[config.mk]
export PLATFORM = sky130hd
export DESIGN_NAME = scf_sinc3_top
export DESIGN_NICKNAME = d
export VERILOG_FILES = /design/src/scf_pkg.sv /design/src/scf_bit_if.sv /design/src/scf_modulator.sv /design/src/scf_sinc3.sv /design/src/scf_sinc3_top.sv
export SDC_FILE = /design/constraint.sdc
export NUM_CORES = 1
export LEC_CHECK = 0
export ABC_AREA = 0
export BUFFER_PORTS_ARGS = -buffer_cell sky130_fd_sc_hd__buf_2
export CAP_MARGIN = 40
export CORE_MARGIN = 8
export CORE_UTILIZATION = 30
export DETAILED_ROUTE_END_ITERATION = 8
export PLACE_DENSITY = 0.42
export SETUP_SLACK_MARGIN = 0.3
export SLEW_MARGIN = 20
export SYNTH_ARGS = -nofsm -noshare
export SYNTH_HDL_FRONTEND = slang
export SYNTH_SLANG_ARGS = --single-unit
export TNS_END_PERCENT = 50
[constraint.sdc]
create_clock -name mclk -period 8.6 [get_ports mclk]
set_clock_uncertainty 0.1 [all_clocks]
set_input_delay 0.86 -clock mclk [delete_from_list [all_inputs] [get_ports mclk]]
set_output_delay 0.86 -clock mclk [all_outputs]
set_load 0.005 [all_outputs]
[src/scf_pkg.sv]
// Purpose: Shared constants and types for the sinc3 decimating converter core
// Assumes: One clock domain, mclk at 250 MHz
// Notes: Input samples are 24-bit two's complement
package scf_pkg;
	// ==========================================
	// Clock division
	localparam int MCLK_HZ = 250000000;
	localparam logic [8:0] MOD_DIV_LAST = 9'h1ff;
	localparam logic [2:0] GAIN_LG_MAX = 3'h3;
	// ==========================================
	// Notch select (decimation ratio in modulator samples)
	localparam logic [11:0] NOTCH_RESET = 12'h146;
	localparam logic [11:0] NOTCH_MIN = 12'h013;
	localparam logic [11:0] NOTCH_MAX = 12'h7d0;
	// ==========================================
	// Datapath widths
	localparam int IN_W = 24;
	localparam int ACC_W = 28;
	localparam int INT_W = 34;
	localparam int OUT_W = 36;
	localparam logic signed [INT_W-1:0] DAC_LEVEL = 34'sh000800000;
	localparam logic [2:0] SETTLE_WORDS = 3'h4;
	typedef enum logic {SCF_SETTLING, SCF_SETTLED} scf_settle_e;
endpackage

[src/scf_bit_if.sv]
// Purpose: Carries the modulator bitstream to the decimator
// Assumes: valid is a one-cycle pulse per modulator sample
// Notes: bitOne high means the feedback DAC sat at plus full scale
`timescale 1ns/1ps
interface scf_bit_if;
	logic valid;
	logic bitOne;
	modport src (output valid, output bitOne);
	modport snk (input valid, input bitOne);
endinterface

[src/scf_modulator.sv]
// Purpose: Second-order one-bit sigma-delta loop modelled in the digital domain
// Assumes: tick marks one modulator cycle, sample holds the averaged input
// Notes: Integrators sized well past the 14% overrange so they never wrap
`timescale 1ns/1ps
module scf_modulator
	import scf_pkg::*;
(
	input wire logic mclk,
	input wire logic resetn,
	input wire logic tick,
	input wire logic signed [IN_W-1:0] sample,
	scf_bit_if.src bitOut
);
	typedef struct packed {
		logic signed [INT_W-1:0] integ1;
		logic signed [INT_W-1:0] integ2;
		logic valid;
		logic bitOne;
	} scf_mod_s;
	scf_mod_s st_reg;
	scf_mod_s st_next;
	logic signed [INT_W-1:0] fb;
	logic signed [INT_W-1:0] i1;
	// ==========================================
	// Loop update
	always_comb
	begin
		st_next = st_reg;
		st_next.valid = 1'b0;
		fb = st_reg.bitOne ? DAC_LEVEL : -DAC_LEVEL;
		i1 = st_reg.integ1 + INT_W'(sample) - fb;
		if (tick)
		begin
			st_next.integ1 = i1;
			st_next.integ2 = st_reg.integ2 + i1 - fb;
			// Comparator decides next DAC level
			st_next.bitOne = (st_reg.integ2 + i1 - fb) >= 0;
			st_next.valid = 1'b1;
		end
	end
	always_ff @(posedge mclk or negedge resetn)
	begin
		if (!resetn)
			st_reg <= '0;
		else
			st_reg <= st_next;
	end
	assign bitOut.valid = st_reg.valid;
	assign bitOut.bitOne = st_reg.bitOne;
endmodule

[src/scf_sinc3.sv]
// Purpose: Sinc-cubed decimator, ratio set by notch select
// Assumes: ratio already clamped to the legal range
// Notes: Modular arithmetic; wraps in integrators cancel in the combs
`timescale 1ns/1ps
module scf_sinc3
	import scf_pkg::*;
(
	input wire logic mclk,
	input wire logic resetn,
	input wire logic restart,
	input wire logic [11:0] ratio,
	scf_bit_if.snk bitIn,
	output logic [OUT_W-1:0] word,
	output logic strobe
);
	typedef struct packed {
		logic [OUT_W-1:0] acc1;
		logic [OUT_W-1:0] acc2;
		logic [OUT_W-1:0] acc3;
		logic [OUT_W-1:0] d1;
		logic [OUT_W-1:0] d2;
		logic [OUT_W-1:0] d3;
		logic [11:0] cnt;
		logic [OUT_W-1:0] word;
		logic strobe;
	} scf_sinc_s;
	scf_sinc_s st_reg;
	scf_sinc_s st_next;
	logic [OUT_W-1:0] c1;
	logic [OUT_W-1:0] c2;
	// ==========================================
	// Integrate at modulator rate, comb at output rate
	always_comb
	begin
		st_next = st_reg;
		st_next.strobe = 1'b0;
		c1 = st_reg.acc3 - st_reg.d1;
		c2 = c1 - st_reg.d2;
		if (restart)
			st_next.cnt = '0;
		else if (bitIn.valid)
		begin
			st_next.acc1 = st_reg.acc1 + (bitIn.bitOne ? 36'h1 : 36'hfffffffff);
			st_next.acc2 = st_reg.acc2 + st_reg.acc1;
			st_next.acc3 = st_reg.acc3 + st_reg.acc2;
			if (st_reg.cnt >= ratio - 12'h1)
			begin
				st_next.cnt = '0;
				st_next.d1 = st_reg.acc3;
				st_next.d2 = c1;
				st_next.d3 = c2;
				st_next.word = c2 - st_reg.d3;
				st_next.strobe = 1'b1;
			end
			else
				st_next.cnt = st_reg.cnt + 12'h1;
		end
	end
	always_ff @(posedge mclk or negedge resetn)
	begin
		if (!resetn)
			st_reg <= '0;
		else
			st_reg <= st_next;
	end
	assign word = st_reg.word;
	assign strobe = st_reg.strobe;
endmodule

[src/scf_sinc3_top.sv]
// Purpose: Decimating sinc3 converter core with modulator timing and settling
// Assumes: Inputs synchronous to mclk; analog input given as 24-bit samples
// Notes: Nominal input span +-0x700000; headroom reaches +-0x7fffff
`timescale 1ns/1ps
module scf_sinc3_top
	import scf_pkg::*;
(
	input wire logic mclk,
	input wire logic resetn,
	input wire logic signed [IN_W-1:0] analogIn,
	input wire logic [2:0] gainSel,
	input wire logic [11:0] notchSelect,
	input wire logic notchLoad,
	input wire logic stepEvent,
	output logic [OUT_W-1:0] convData,
	output logic dataReady,
	output logic convValid,
	output logic modBit,
	output logic [11:0] notchActive
);
	typedef struct packed {
		logic [8:0] divCnt;
		logic signed [ACC_W-1:0] acc;
		logic signed [IN_W-1:0] avg;
		logic modTick;
		logic inTick;
		logic [11:0] notch;
		logic restart;
		logic [2:0] words;
		scf_settle_e settle;
		logic [OUT_W-1:0] data;
		logic ready;
		logic modBit;
	} scf_top_s;
	scf_top_s st_reg;
	scf_top_s st_next;
	logic [2:0] gainLg;
	logic [7:0] smpMask;
	logic signed [ACC_W-1:0] accSum;
	logic [11:0] notchClamp;
	logic [OUT_W-1:0] sincWord;
	logic sincStrobe;
	scf_bit_if bitLink();
	// ==========================================
	// Gain to sample spacing
	always_comb
	begin
		gainLg = (gainSel > GAIN_LG_MAX) ? GAIN_LG_MAX : gainSel;
		smpMask = 8'hff >> gainLg;
		accSum = st_reg.acc + ACC_W'(analogIn);
		if (notchSelect < NOTCH_MIN)
			notchClamp = NOTCH_MIN;
		else if (notchSelect > NOTCH_MAX)
			notchClamp = NOTCH_MAX;
		else
			notchClamp = notchSelect;
	end
	// ==========================================
	// Timing, notch, settling and output register
	always_comb
	begin
		st_next = st_reg;
		st_next.divCnt = st_reg.divCnt + 9'h1;
		st_next.modTick = (st_reg.divCnt == MOD_DIV_LAST);
		st_next.inTick = ((st_reg.divCnt[7:0] & smpMask) == smpMask);
		st_next.restart = 1'b0;
		st_next.ready = 1'b0;
		if (st_next.inTick)
		begin
			if (st_next.modTick)
			begin
				// Average of the gain-scaled multiple samples per cycle
				st_next.avg = IN_W'(accSum >>> (gainLg + 3'h1));
				st_next.acc = '0;
			end
			else
				st_next.acc = accSum;
		end
		if (notchLoad)
		begin
			st_next.notch = notchClamp;
			st_next.restart = 1'b1;
		end
		if (bitLink.valid)
			st_next.modBit = bitLink.bitOne;
		if (sincStrobe)
		begin
			st_next.data = sincWord;
			st_next.ready = 1'b1;
		end
		// Restart wins over a word finishing in the same cycle
		if (notchLoad || stepEvent)
		begin
			st_next.words = '0;
			st_next.settle = SCF_SETTLING;
		end
		else if (sincStrobe)
		begin
			case (st_reg.settle)
				SCF_SETTLING:
				begin
					st_next.words = st_reg.words + 3'h1;
					if (st_reg.words + 3'h1 == SETTLE_WORDS)
						st_next.settle = SCF_SETTLED;
				end
				SCF_SETTLED:
					st_next.words = st_reg.words;
				default:
					st_next.settle = SCF_SETTLING;
			endcase
		end
	end
	always_ff @(posedge mclk or negedge resetn)
	begin
		if (!resetn)
		begin
			st_reg <= '0;
			st_reg.notch <= NOTCH_RESET;
			st_reg.settle <= SCF_SETTLING;
		end
		else
			st_reg <= st_next;
	end
	// ==========================================
	// Datapath
	scf_modulator u_mod (
		.mclk(mclk),
		.resetn(resetn),
		.tick(st_reg.modTick),
		.sample(st_reg.avg),
		.bitOut(bitLink)
	);
	scf_sinc3 u_sinc (
		.mclk(mclk),
		.resetn(resetn),
		.restart(st_reg.restart),
		.ratio(st_reg.notch),
		.bitIn(bitLink),
		.word(sincWord),
		.strobe(sincStrobe)
	);
	// Channel switching is the host's duty; stepEvent restarts settling
	assign convData = st_reg.data;
	assign dataReady = st_reg.ready;
	assign convValid = (st_reg.settle == SCF_SETTLED);
	assign modBit = st_reg.modBit;
	assign notchActive = st_reg.notch;
	// ==========================================
	// Checks
	logic [9:0] tickGap;
	logic tickSeen;
	always_ff @(posedge mclk or negedge resetn)
	begin
		if (!resetn)
		begin
			tickGap <= '0;
			tickSeen <= 1'b0;
		end
		else if (st_reg.modTick)
		begin
			tickGap <= 10'h1;
			tickSeen <= 1'b1;
		end
		else
			tickGap <= tickGap + 10'h1;
	end

	// ==========================================
	// Word spacing tracker; a notch load breaks the spacing once
	logic [20:0] wordGap;
	logic wordArmed;
	always_ff @(posedge mclk or negedge resetn)
	begin
		if (!resetn)
		begin
			wordGap <= '0;
			wordArmed <= 1'b0;
		end
		else
		begin
			if (dataReady)
				wordGap <= 21'h1;
			else
				wordGap <= wordGap + 21'h1;
			if (notchLoad || st_reg.restart)
				wordArmed <= 1'b0;
			else if (dataReady)
				wordArmed <= 1'b1;
		end
	end
endmodule

==> flow_metrics.py, run 1 <==
metrics = {
    "grt": {
        "grt_first_pass_wirelength_mm": 141,
        "grt_usage_pct": 13.1,
        "first_global_vias": 27694,
        "grt_max_degree": 132,
        "antenna_found_initial": 0,
        "grt_overflow": 0,
    },
    "yosys": {
        "synth_top_area_share_pct": 32.1,
        "ys_top_cells_by_area": "dfrtp_1 (32%), ha_1 (13%), o21ai_0 (5.4%)",
        "synthXorXnorAreaFrac_pct": 7.11,
        "synth_edf_count": 0,
        "synth_cell_types": 102,
        "yosys_most_used_dff": "dfrtp_1",
        "synth_compound_area_share_pct": 22.4,
        "synthSimpleGateAreaFrac_pct": 13.1,
        "synthCells": 4036,
        "synth_top_family_by_area": "compound AO/OA/AOI/OAI gates",
        "synthArstFlopShare_pct": 100,
        "seq_area_frac_synth_pct": 32.4,
        "synthMuxAreaShare_pct": 3.56,
        "syn_nets": 4475,
        "synth_top_cell_by_area": "dfrtp_1",
        "ys_ff_latch": 452,
        "yosysWarnings": 0,
        "syn_area_per_cell_um2": 8.66,
        "yosys.area_share.adder_pct": 14.7,
        "syn_area_mm2": 0.0350,
    },
    "place": {
        "io_buffers": 93,
        "gp_congestion": 0.787,
        "dp_hpwl_mm": 62.3,
        "place_area_mm2": 0.0369,
    },
    "final_layout": {
        "drive_gt1_share_pct": 8.48,
        "fin_area_mm2": 0.0391,
        "final_nets": 4497,
        "n_antenna_cell": 0,
        "syn2layout_area_growth_pct": 11.8,
        "largest_reg_flops": 228,
        "fillCellCount": 12094,
    },
    "cts": {
        "postCtsSetupBuffers": 0,
        "root_buffer": "clkbuf_16",
        "cts.path.max_buffers": 3,
        "cts_resized": 0,
        "cts_sinks": 452,
        "ctsHoldBuffers": 0,
        "cts_buffers": 66,
        "htree_levels": 3,
        "insertion_delay_ns": 0.64,
        "tritoncts": "built",
        "clkTransAtPathRegs_ns": 0.05,
    },
    "critical_path": {
        "slowest_delay_ns": 0.39,
        "startpoint_type": "flip-flop",
        "critPathKind": "flip-flop to flip-flop",
        "worstPathRequired_ns": 9.06,
        "critPathArrivalTime_ns": 7.71,
        "crit_path_end_kind": "flip-flop",
        "cpMostUsedCell": "a21oi_1",
        "cpMaxStageDelayCell": "dfrtp_1",
        "worstPathMaxFanout": 6,
    },
    "die": {
        "coreArea_mm2": 0.116,
        "ios": 94,
        "start_util_pct": 30.2,
        "dieArea_mm2": 0.128,
        "rows": 125,
        "die_y_um": 357,
        "die_w_um": 357,
    },
    "sta": {
        "maxSlewViolCount": 0,
        "relSlewSlack_pct": 45.3,
        "finalCritPeriodShare_pct": 84.3,
        "timing.final.crit_period_ns": 7.25,
        "setup_viol": 0,
        "max_freq_ghz": 0.138,
        "rsz0062_at_grt": "no",
        "finalSetupTns_ns": 0,
        "hold_violations": 0,
        "tightestPinTransition_ns": 0.820,
    },
    "pwr": {
        "p_clk_share_pct": 49.7,
        "p_int_mw": 4.00,
        "swShare_pct": 26.7,
        "power_frac_comb_pct": 10.5,
        "pwr-share-seq_pct": 39.8,
        "p_switching_mw": 1.46,
        "p_leak_nw": 19.1,
        "irDropWorstVdd_v": 0.000114,
        "cellPowerDensity_mw_per_mm2": 140,
    },
    "drt": {
        "routed_wl_mm": 82.3,
        "drt_iter0_markers": 1031,
        "ant_nets": 0,
        "viasPerCell": 4.77,
        "vias": 26865,
        "route.detailed.drc": 0,
        "wl_per_cell_um": 14.6,
        "first_pass_iters": 5,
    },
    "hold_path": {
        "min-delay-path-class": "input pin to asynchronous set/reset pin",
    },
    "job": {
        "maxCapViolCount": 0,
    },
    "status": {
        "status": "complete, no violations",
    },
}
## layout by cell type, fill, tap and decap left out, drive strengths merged, types with 20 or more instances in the layout
cell    count
dfrtp     448
nand2     444
inv       409
o21ai     398
ha        371
a21oi     281
nor2      185
xnor2     174
a21o      153
buf       126
xor2       97
clkbuf     96
nand3      73
nor3       65
mux2       61
o21bai     48
a31oi      47
nand2b     45
mux2i      44
and3       43
o21a       36
nor2b      34
a22o       32
o31ai      28
a211oi     27
o211ai     25
fa         25
or3        20
## per-stage QoR
| step | power [mW] | util [%] | std cells | hold slack, ns | setup WS, ns |
|---|---|---|---|---|---|
| floorplan | 2.60 | - | 4036 | 0.252 | 2.19 |
| global placement | 2.79 | 31.7 | 5504 | 0.361 | 1.31 |
| detailed placement | 2.79 | 31.8 | 5513 | 0.366 | 1.26 |
| CTS | 5.62 | 33.7 | 5627 | 0.0513 | 1.26 |
| global route | 5.75 | 33.7 | 5628 | 0.0746 | 0.707 |
| finish | 5.46 | 33.7 | 5628 | 0.0673 | 1.35 |
## synth_stat cells, drive strengths merged, types with 43 or more instances
library cell	count
ha	371
mux2	61
a21o	153
o21ai	398
a31oi	47
nor2	185
o21bai	48
xnor2	174
nand2	444
buf	70
dfrtp	448
inv	403
nand3	73
a21oi	281
nor3	65
mux2i	44
clkbuf	102
nand2b	45
and3	43
xor2	97
## worst paths after layout
path / startpoint / to / slack [ns] / depth (start not counted)
max: u_sinc.st_reg[157] / u_sinc.word[35] / 1.35 / 35
max in group asynchronous: resetn / convData[3] / 6.29 / 4
min: resetn / u_sinc.st_reg[232] / 0.07 / 1
max reg2reg: u_sinc.st_reg[157] / u_sinc.word[35] / 1.35 / 35
min in group mclk: stepEvent / st_reg[39] / 0.34 / 2
min reg2reg: u_sinc.word[27] / u_sinc.word[27] / 0.37 / 2
## cells by family after synthesis
| logic type | count (synthesis) |
|---|---|
| compound gates | 1226 |
| simple gates | 997 |
| flops | 452 |
| buf+inv | 577 |
| fa+ha+maj | 396 |
| other cells | 2 |
| xor+xnor | 276 |
| mux | 110 |
## cell type report
type | count | area (um2) | area share (%)
tap | 1524 | 1910 | 4.88
clock buffer | 96 | 1930 | 4.95
multi-input combinational | 3007 | 21300 | 54.5
inverter | 405 | 1530 | 3.90
sequential | 452 | 11300 | 29.0
clock inverter | 18 | 221 | 0.567
timing repair buffer | 126 | 886 | 2.27
## power by group through the flow
| stage | Clock [mW] | Combinational, mW | Sequential [mW] |
|---|---|---|---|
| final | 2.72 | 0.575 | 2.17 |
| after global routing | 2.94 | 0.644 | 2.17 |
| after CTS | 2.87 | 0.584 | 2.17 |
| after detailed placement | 0 | 0.581 | 2.21 |
| after global placement | 0 | 0.578 | 2.21 |
| after floorplan | 0 | 0.395 | 2.20 |
## layer usage
metal  share of wire (%)  vias to the layer above  routed length (um)  global-route usage (%)
met4                 2.6                        0                2160                    3.83
met1                  46                    12272               38200                    16.3
met2                  48                      246               39800                    23.1
li1                    -                    14226                   -                       -
met3                 2.6                      121                2130                    2.08
met5                   0                        -                   0                       0
## worst max-delay path: cells and delay by family, from the launching register on
kind                     cells  cell delay [ns]
buffers and inverters        2             0.15
flip-flops                   1             0.39
AND/OR/NAND/NOR              4             0.45
XOR/XNOR                     3             0.62
adder cells (fa/ha/maj)      4             1.13
AO/OA/AOI/OAI               22             4.35
Note: power is estimated with default switching activity, not from simulation.
==> run 2: changes to the inputs <==
--- a/config.mk
+++ b/config.mk
@@ -5,13 +5,13 @@
 export SDC_FILE = /design/constraint.sdc
 export NUM_CORES = 1
 export LEC_CHECK = 0
-export ABC_AREA = 0
+export ABC_AREA = 1
 export BUFFER_PORTS_ARGS = -buffer_cell sky130_fd_sc_hd__buf_2
 export CAP_MARGIN = 40
 export CORE_MARGIN = 8
 export CORE_UTILIZATION = 30
 export DETAILED_ROUTE_END_ITERATION = 8
-export PLACE_DENSITY = 0.42
+export PLACE_DENSITY = 0.44
 export SETUP_SLACK_MARGIN = 0.3
 export SLEW_MARGIN = 20
 export SYNTH_ARGS = -nofsm -noshare
==> constraint.sdc (replaced) <==
create_clock -name mclk -period 6.2 [get_ports mclk]
set_clock_uncertainty 0.1 [all_clocks]
set_input_delay 0.62 -clock mclk [delete_from_list [all_inputs] [get_ports mclk]]
set_output_delay 0.62 -clock mclk [all_outputs]
set_load 0.005 [all_outputs]
==> run 2 against run 1 <==
Area after synthesis up 7.4%. Design area up 7.8%. Synthesized cell count up 30%. Worst hold slack better by 0.048 ns. Combinational power up 59%. Non-clock buffer count up 11. Clock power up 36%. Register-to-register slack worse by 0.69 ns. Setup slack worse by 0.69 ns. Via count up 24%. Critical path depth down 7. Total power up 40%. Critical path type unchanged. Highest routed layer unchanged.
==> flow_metrics.py, run 2 <==
metrics = {
    "drt": {
        "wl_per_cell_um": 16.1,
        "ant_nets": 0,
        "route.met3.wl_mm": 3.09,
        "viasPerCell": 4.78,
        "routed_wl_mm": 112,
        "vias": 33369,
        "met2_length_mm": 50.9,
        "highest_layer": "met4",
        "met1_length_mm": 55.7,
        "first_pass_iters": 5,
        "drt_iter0_markers": 1910,
        "route.detailed.drc": 0,
    },
    "sta": {
        "relSlewSlack_pct": 42.5,
        "finalCritPeriodShare_pct": 89.4,
        "setup_viol": 0,
        "tightestPinTransition_ns": 0.863,
        "timing.final.crit_period_ns": 5.54,
        "rsz0062_at_grt": "yes",
        "maxSlewViolCount": 0,
        "hold_violations": 0,
        "postLayoutSetupSlackWorst_ns": 0.660,
        "max_freq_ghz": 0.181,
        "finalSetupTns_ns": 0,
    },
    "final_layout": {
        "largest_reg_flops": 228,
        "final_nets": 5721,
        "most-common-layout-cells": "nand2_1 (1233), inv_1 (703), o21ai_0 (451), dfrtp_1 (448), nor2_1 (402)",
        "fillCellCount": 13624,
        "fin_util_pct": 33.7,
        "drive_gt1_share_pct": 7.67,
        "layout_commonest_cell": "nand2_1",
        "syn2layout_area_growth_pct": 12.2,
        "n_antenna_cell": 0,
    },
    "yosys": {
        "synth_top_area_share_pct": 29.8,
        "synth_edf_count": 0,
        "yosysMostFrequentCell": "nand2_1",
        "yosys_most_used_dff": "dfrtp_1",
        "syn_nets": 5672,
        "synthArstFlopShare_pct": 100,
        "ys_top_cells_by_area": "dfrtp_1 (30%), ha_1 (12%), nand2_1 (12%)",
        "synth_top_cell_by_area": "dfrtp_1",
        "syn_area_per_cell_um2": 7.18,
        "ys_ff_latch": 452,
        "synth_cell_types": 69,
        "synth_common_cells": "nand2_1 (1236), inv_1 (705), o21ai_0 (451), dfrtp_1 (448), nor2_1 (404)",
        "yosysWarnings": 0,
        "seq_area_frac_synth_pct": 30.1,
        "syn_area_mm2": 0.0376,
        "synthCells": 5233,
    },
    "critical_path": {
        "crit_path_end": "u_sinc.word[34]",
        "cpMaxStageDelayCell": "dfrtp_1",
        "startpoint_type": "flip-flop",
        "worstPathMaxFanout": 5,
        "worstPathRequired_ns": 6.61,
        "reg2regPathDepth": 28,
        "critPathKind": "flip-flop to flip-flop",
        "critPathArrivalTime_ns": 5.95,
        "worstSetupStartpoint": "u_sinc.st_reg[160]",
        "crit_path_end_kind": "flip-flop",
        "cpMostUsedCell": "nand2_1",
        "rrSetupSlack_ns": 0.66,
        "r2r-start": "u_sinc.st_reg[160]",
        "slowest_delay_ns": 0.43,
        "reg2reg_to": "u_sinc.word[34]",
    },
    "grt": {
        "grt_max_degree": 129,
        "grt_first_pass_wirelength_mm": 183,
        "antenna_found_initial": 0,
        "grt_usage_pct": 16.3,
        "grt_overflow": 0,
        "first_global_vias": 33654,
    },
    "place": {
        "dp_hpwl_mm": 90.2,
        "gp_congestion": 0.895,
        "dp_slack_ns": 0.357,
        "io_buffers": 93,
    },
    "pwr": {
        "irDropWorstVdd_v": 0.000208,
        "cellPowerDensity_mw_per_mm2": 181,
        "power_mw": 7.64,
        "p_leak_nw": 21.9,
    },
    "die": {
        "ios": 94,
        "start_util_pct": 30.1,
        "die_w_um": 370,
        "dieArea_mm2": 0.137,
        "coreArea_mm2": 0.125,
        "rows": 130,
        "die_y_um": 370,
    },
    "cts": {
        "insertion_delay_ns": 0.65,
        "cts.path.max_buffers": 3,
        "tritoncts": "built",
        "root_buffer": "clkbuf_16",
        "cts_buffers": 59,
        "cts_sinks": 452,
        "clkTransAtPathRegs_ns": 0.06,
        "htree_levels": 2,
    },
    "hold_path": {
        "min-delay-path-class": "input pin to flip-flop",
    },
    "job": {
        "maxCapViolCount": 0,
    },
    "status": {
        "status": "complete, no violations",
    },
}
-- run 2: cell types whose count changed in the layout (fill, tap and decap cells not counted), sizes merged, moves of 41 or more --
cell    before   now
nand2b      45     0
nand2      444  1247
mux2        61     2
mux2i       44     1
and3        43     2
o21ai      398   540
nand3       73   287
nor2       185   411
a21oi      281   374
xnor2      174   110
a21o       153    51
inv        409   719
-- run 2: critical path, delay by kind of cell, from the launching register on --
kind,cells,cell delay (ns)
XOR/XNOR,2,0.46
AND/OR/NAND/NOR,9,0.95
AO/OA/AOI/OAI,12,2.07
flip-flops,1,0.43
buffers and inverters,2,0.19
adder cells (fa/ha/maj),3,1.18
-- run 2: repair_timing --
| item | CTS | global route |
|---|---|---|
| gates resized for setup | 0 | 47 |
| hold buffers | 1 | 0 |
| setup buffers | 0 | 9 |
| endpoints found under the hold margin | 70 | 0 |
| endpoints found under the setup margin | 0 | 9 |
-- run 2: through the flow --
stage / instance area (um2) / hold slack (ns) / instances
floorplan: 37600 / 0.224 / 5233
global placement: 39600 / 0.351 / 6857
detailed placement: 39600 / 0.353 / 6857
CTS: 41700 / 0.0489 / 6968
global route: 42100 / 0.0809 / 6981
finish: 42100 / 0.115 / 6981
-- run 2: how the worst min path moves through the flow --
stage / cells after the start / slack, ns / endpoint / from
floorplan: 0 / 0.22 / convData[0] / resetn
global placement: 2 / 0.35 / convData[16] / convData[16]
detailed placement: 2 / 0.35 / convData[19] / convData[19]
CTS: 3 / 0.05 / notchActive[1] / notchSelect[1]
global route: 2 / 0.08 / notchActive[2] / notchSelect[2]
finish: 3 / 0.12 / notchActive[1] / notchSelect[1]
-- run 2: where the power goes --
group          leakage, nW  internal, mW  total (mW)  switching, mW
logic                 14.7         0.296       0.917          0.621
registers             6.12          3.00        3.03         0.0333
clock network         1.02          2.28        3.70           1.41
total                 21.9          5.58        7.64           2.07
-- run 2: cell type report --
class | count | area (um2) | share of cell area, %
repair buffers | 137 | 913 | 2.17
clock inverters | 25 | 362 | 0.858
inverters | 720 | 2710 | 6.42
multi-input cells | 3912 | 23100 | 54.7
well taps | 1650 | 2060 | 4.90
clock buffers | 85 | 1720 | 4.07
flip-flops and latches | 452 | 11300 | 26.9
-- run 2: logic make-up after synthesis --
kind of cell               synth area share (%)
buffers and inverters                      9.23
DFF                                        30.1
muxes                                    0.0866
other                                    0.0200
and+or+nand+nor                            23.1
xor gates and xnor gates                   5.71
adders and majority gates                  13.7
AOI/OAI and AO/OA                          18.0
-- run 2: metal layers --
| layer | vias up | track usage [%] |
|---|---|---|
| met5 | - | 0 |
| met4 | 0 | 4.07 |
| met3 | 167 | 1.89 |
| met2 | 397 | 27.2 |
| met1 | 15437 | 22.3 |
| li1 | 17368 | - |
==> run 3: changes to the inputs <==
--- a/config.mk
+++ b/config.mk
@@ -8,6 +8,7 @@
 export ABC_AREA = 1
 export BUFFER_PORTS_ARGS = -buffer_cell sky130_fd_sc_hd__buf_2
 export CAP_MARGIN = 40
+export CORE_ASPECT_RATIO = 2
 export CORE_MARGIN = 8
 export CORE_UTILIZATION = 30
 export DETAILED_ROUTE_END_ITERATION = 8
==> run 3 against run 2 <==
Critical path depth is 3 higher. Wire length is 6.6% higher. Die area is 0.50% higher. Setup slack worse by 0.036 ns. Clock-buffer cell count is 21 lower. Clock power is 19% lower. Global-route usage is 0.93 points higher. Non-clock buffer count is 14 higher. Final cell count hardly changed. Combinational power is 4.3% higher. Critical endpoint is now u_sinc.word[29].
==> flow_metrics.py, run 3 (same netlist as run 2, synthesis figures left out) <==
metrics = {
    "hold_path": {
        "min-delay-path-class": "input pin to flip-flop",
        "min_from": "notchSelect[3]",
        "worst_hold_path.endpoint": "notchActive[3]",
        "hold_depth": 3,
    },
    "status": {
        "status": "complete, no violations",
    },
    "die": {
        "start_util_pct": 30.2,
        "coreArea_mm2": 0.124,
        "ios": 94,
        "die_w_um": 266,
        "rows": 183,
        "dieArea_mm2": 0.137,
        "die_y_um": 516,
    },
    "final_layout": {
        "seq_area_mm2": 0.0113,
        "syn2layout_area_growth_pct": 11.4,
        "drive_gt1_share_pct": 7.89,
        "largest_reg_flops": 228,
        "multi_input_area_mm2": 0.0232,
        "fin_util_pct": 33.6,
        "fin_cells": 6986,
        "fillCellCount": 13538,
        "layout_commonest_cell": "nand2_1",
        "most-common-layout-cells": "nand2_1 (1223), inv_1 (703), o21ai_0 (448), dfrtp_1 (448), nor2_1 (395)",
        "final_nets": 5722,
    },
    "place": {
        "dpl.cell_count": 6887,
        "dp_slack_ns": 0.297,
        "dp_hpwl_mm": 98.9,
        "io_buffers": 93,
        "gp_congestion": 0.931,
    },
    "critical_path": {
        "cp_num_cells": 31,
        "rrSetupSlack_ns": 0.62,
        "startpoint_type": "flip-flop",
        "worstPathMaxFanout": 5,
        "r2r-start": "u_sinc.st_reg[157]",
        "worstPathRequired_ns": 6.60,
        "reg2regPathDepth": 31,
        "critPathBufInv": 4,
        "cpMostUsedCell": "nand2_1",
        "critPathArrivalTime_ns": 5.97,
        "slowest_delay_ns": 0.39,
        "critPathKind": "flip-flop to flip-flop",
        "reg2reg_to": "u_sinc.word[29]",
        "critPathTopFamily": "simple AND/OR/NAND/NOR gates",
        "cpMaxStageDelayCell": "dfrtp_1",
        "crit_path_end_kind": "flip-flop",
    },
    "grt": {
        "grt_usage_pct": 17.2,
        "grt_max_degree": 104,
        "first_global_vias": 35392,
        "antenna_found_initial": 2,
        "grt_first_pass_wirelength_mm": 188,
        "grt_overflow": 0,
    },
    "sta": {
        "finalCritPeriodShare_pct": 89.9,
        "whs_ns": 0.125,
        "postLayoutSetupSlackWorst_ns": 0.624,
        "timing.final.crit_period_ns": 5.58,
        "hold_violations": 0,
        "relSlewSlack_pct": 45.2,
        "setup_viol": 0,
        "max_freq_ghz": 0.179,
        "finalSetupTns_ns": 0,
        "rsz0062_at_grt": "yes",
        "tightestPinTransition_ns": 0.814,
        "maxSlewViolCount": 0,
    },
    "drt": {
        "first_pass_iters": 5,
        "wl_per_cell_um": 17.2,
        "viasPerCell": 4.81,
        "vias": 33571,
        "routed_wl_mm": 120,
        "drt_iter0_markers": 1460,
        "route.detailed.drc": 0,
        "ant_nets": 0,
    },
    "pwr": {
        "power_frac_comb_pct": 13.7,
        "p_switching_mw": 2.01,
        "irDropWorstVdd_v": 0.000163,
        "cellPowerDensity_mw_per_mm2": 167,
        "pwr-share-seq_pct": 43.4,
        "p_int_mw": 4.96,
        "p_clk_share_pct": 42.8,
        "p_leak_nw": 21.7,
        "swShare_pct": 28.8,
    },
    "cts": {
        "cts_sinks": 452,
        "cts_buffers": 46,
        "cts.path.max_buffers": 3,
        "tritoncts": "built",
        "clkTransAtPathRegs_ns": 0.07,
        "root_buffer": "clkbuf_16",
        "htree_levels": 2,
        "insertion_delay_ns": 0.63,
    },
    "job": {
        "maxCapViolCount": 0,
    },
}
## run 3: cell types whose count changed in the layout (fill, tap and decap cells not counted), sizes merged
cell           delta
clkbuf           -20
buf              +11
bufinv            -6
inv               +2
clkdlybuf4s15     +1
clkdlybuf4s18     +1
diode             +1
## run 3: metal layers
layer | vias up | routed length, um | GRT usage, %
met3 | 248 | 2560 | 1.29
met1 | 15502 | 41100 | 15.4
met2 | 472 | 69000 | 36.6
li1 | 17349 | - | -
met4 | 0 | 7230 | 9.30
met5 | - | 0 | 0
## run 3: worst max-delay path by stage
stage / slack, ns / endpoint / from
finish: 0.62 / u_sinc.word[29] / u_sinc.st_reg[157]
global route: 0.18 / u_sinc.word[35] / u_sinc.st_reg[157]
floorplan: 0.73 / u_mod.bitOut.bitOne / u_mod.bitOut.bitOne
global placement: 0.31 / u_sinc.word[35] / u_sinc.st_reg[159]
CTS: 0.30 / u_sinc.word[35] / u_sinc.st_reg[159]
detailed placement: 0.30 / u_sinc.word[33] / u_sinc.st_reg[159]
## run 3: power by group through the flow
stage	Sequential, mW	Clock, mW	Combinational, mW
after global placement	3.08	0	0.965
after global routing	3.03	3.21	1.08
final	3.03	2.99	0.956
after floorplan	3.08	0	0.635
after detailed placement	3.08	0	0.963
after CTS	3.03	3.14	0.968
## run 3: layout make-up
cell class                      count  share of cell area, %
Inverter                          720                   6.47
Clock buffer                       64                   3.26
Tap cell                         1665                   4.98
Timing Repair Buffer              151                   2.36
Antenna cell                        1                0.00598
Multi-Input combinational cell   3912                   55.4
Clock inverter                     21                  0.485
Sequential cell                   452                   27.1
## run 3: timing repair
item	in CTS	in global routing
gates cloned	0	0
hold buffers	1	0
setup endpoints to repair	2	11
pin swaps	0	24
resized for setup	2	74
setup buffers	0	11
endpoints found under the hold margin	82	0
## run 3: metrics by stage
stage | instance area (um2) | power [mW]
4_1_cts | 41400 | 7.13
3_3_place_gp | 39800 | 4.05
5_1_grt | 41800 | 7.32
6_report | 41800 | 6.97
3_5_place_dp | 39800 | 4.05
2_1_floorplan | 37600 | 3.71
## run 3: tightest hold or removal path, delay by kind of cell
family | cells | cell delay [ns]
compound gates | 1 | 0.06
buf+inv | 1 | 0.09
simple gates | 1 | 0.04
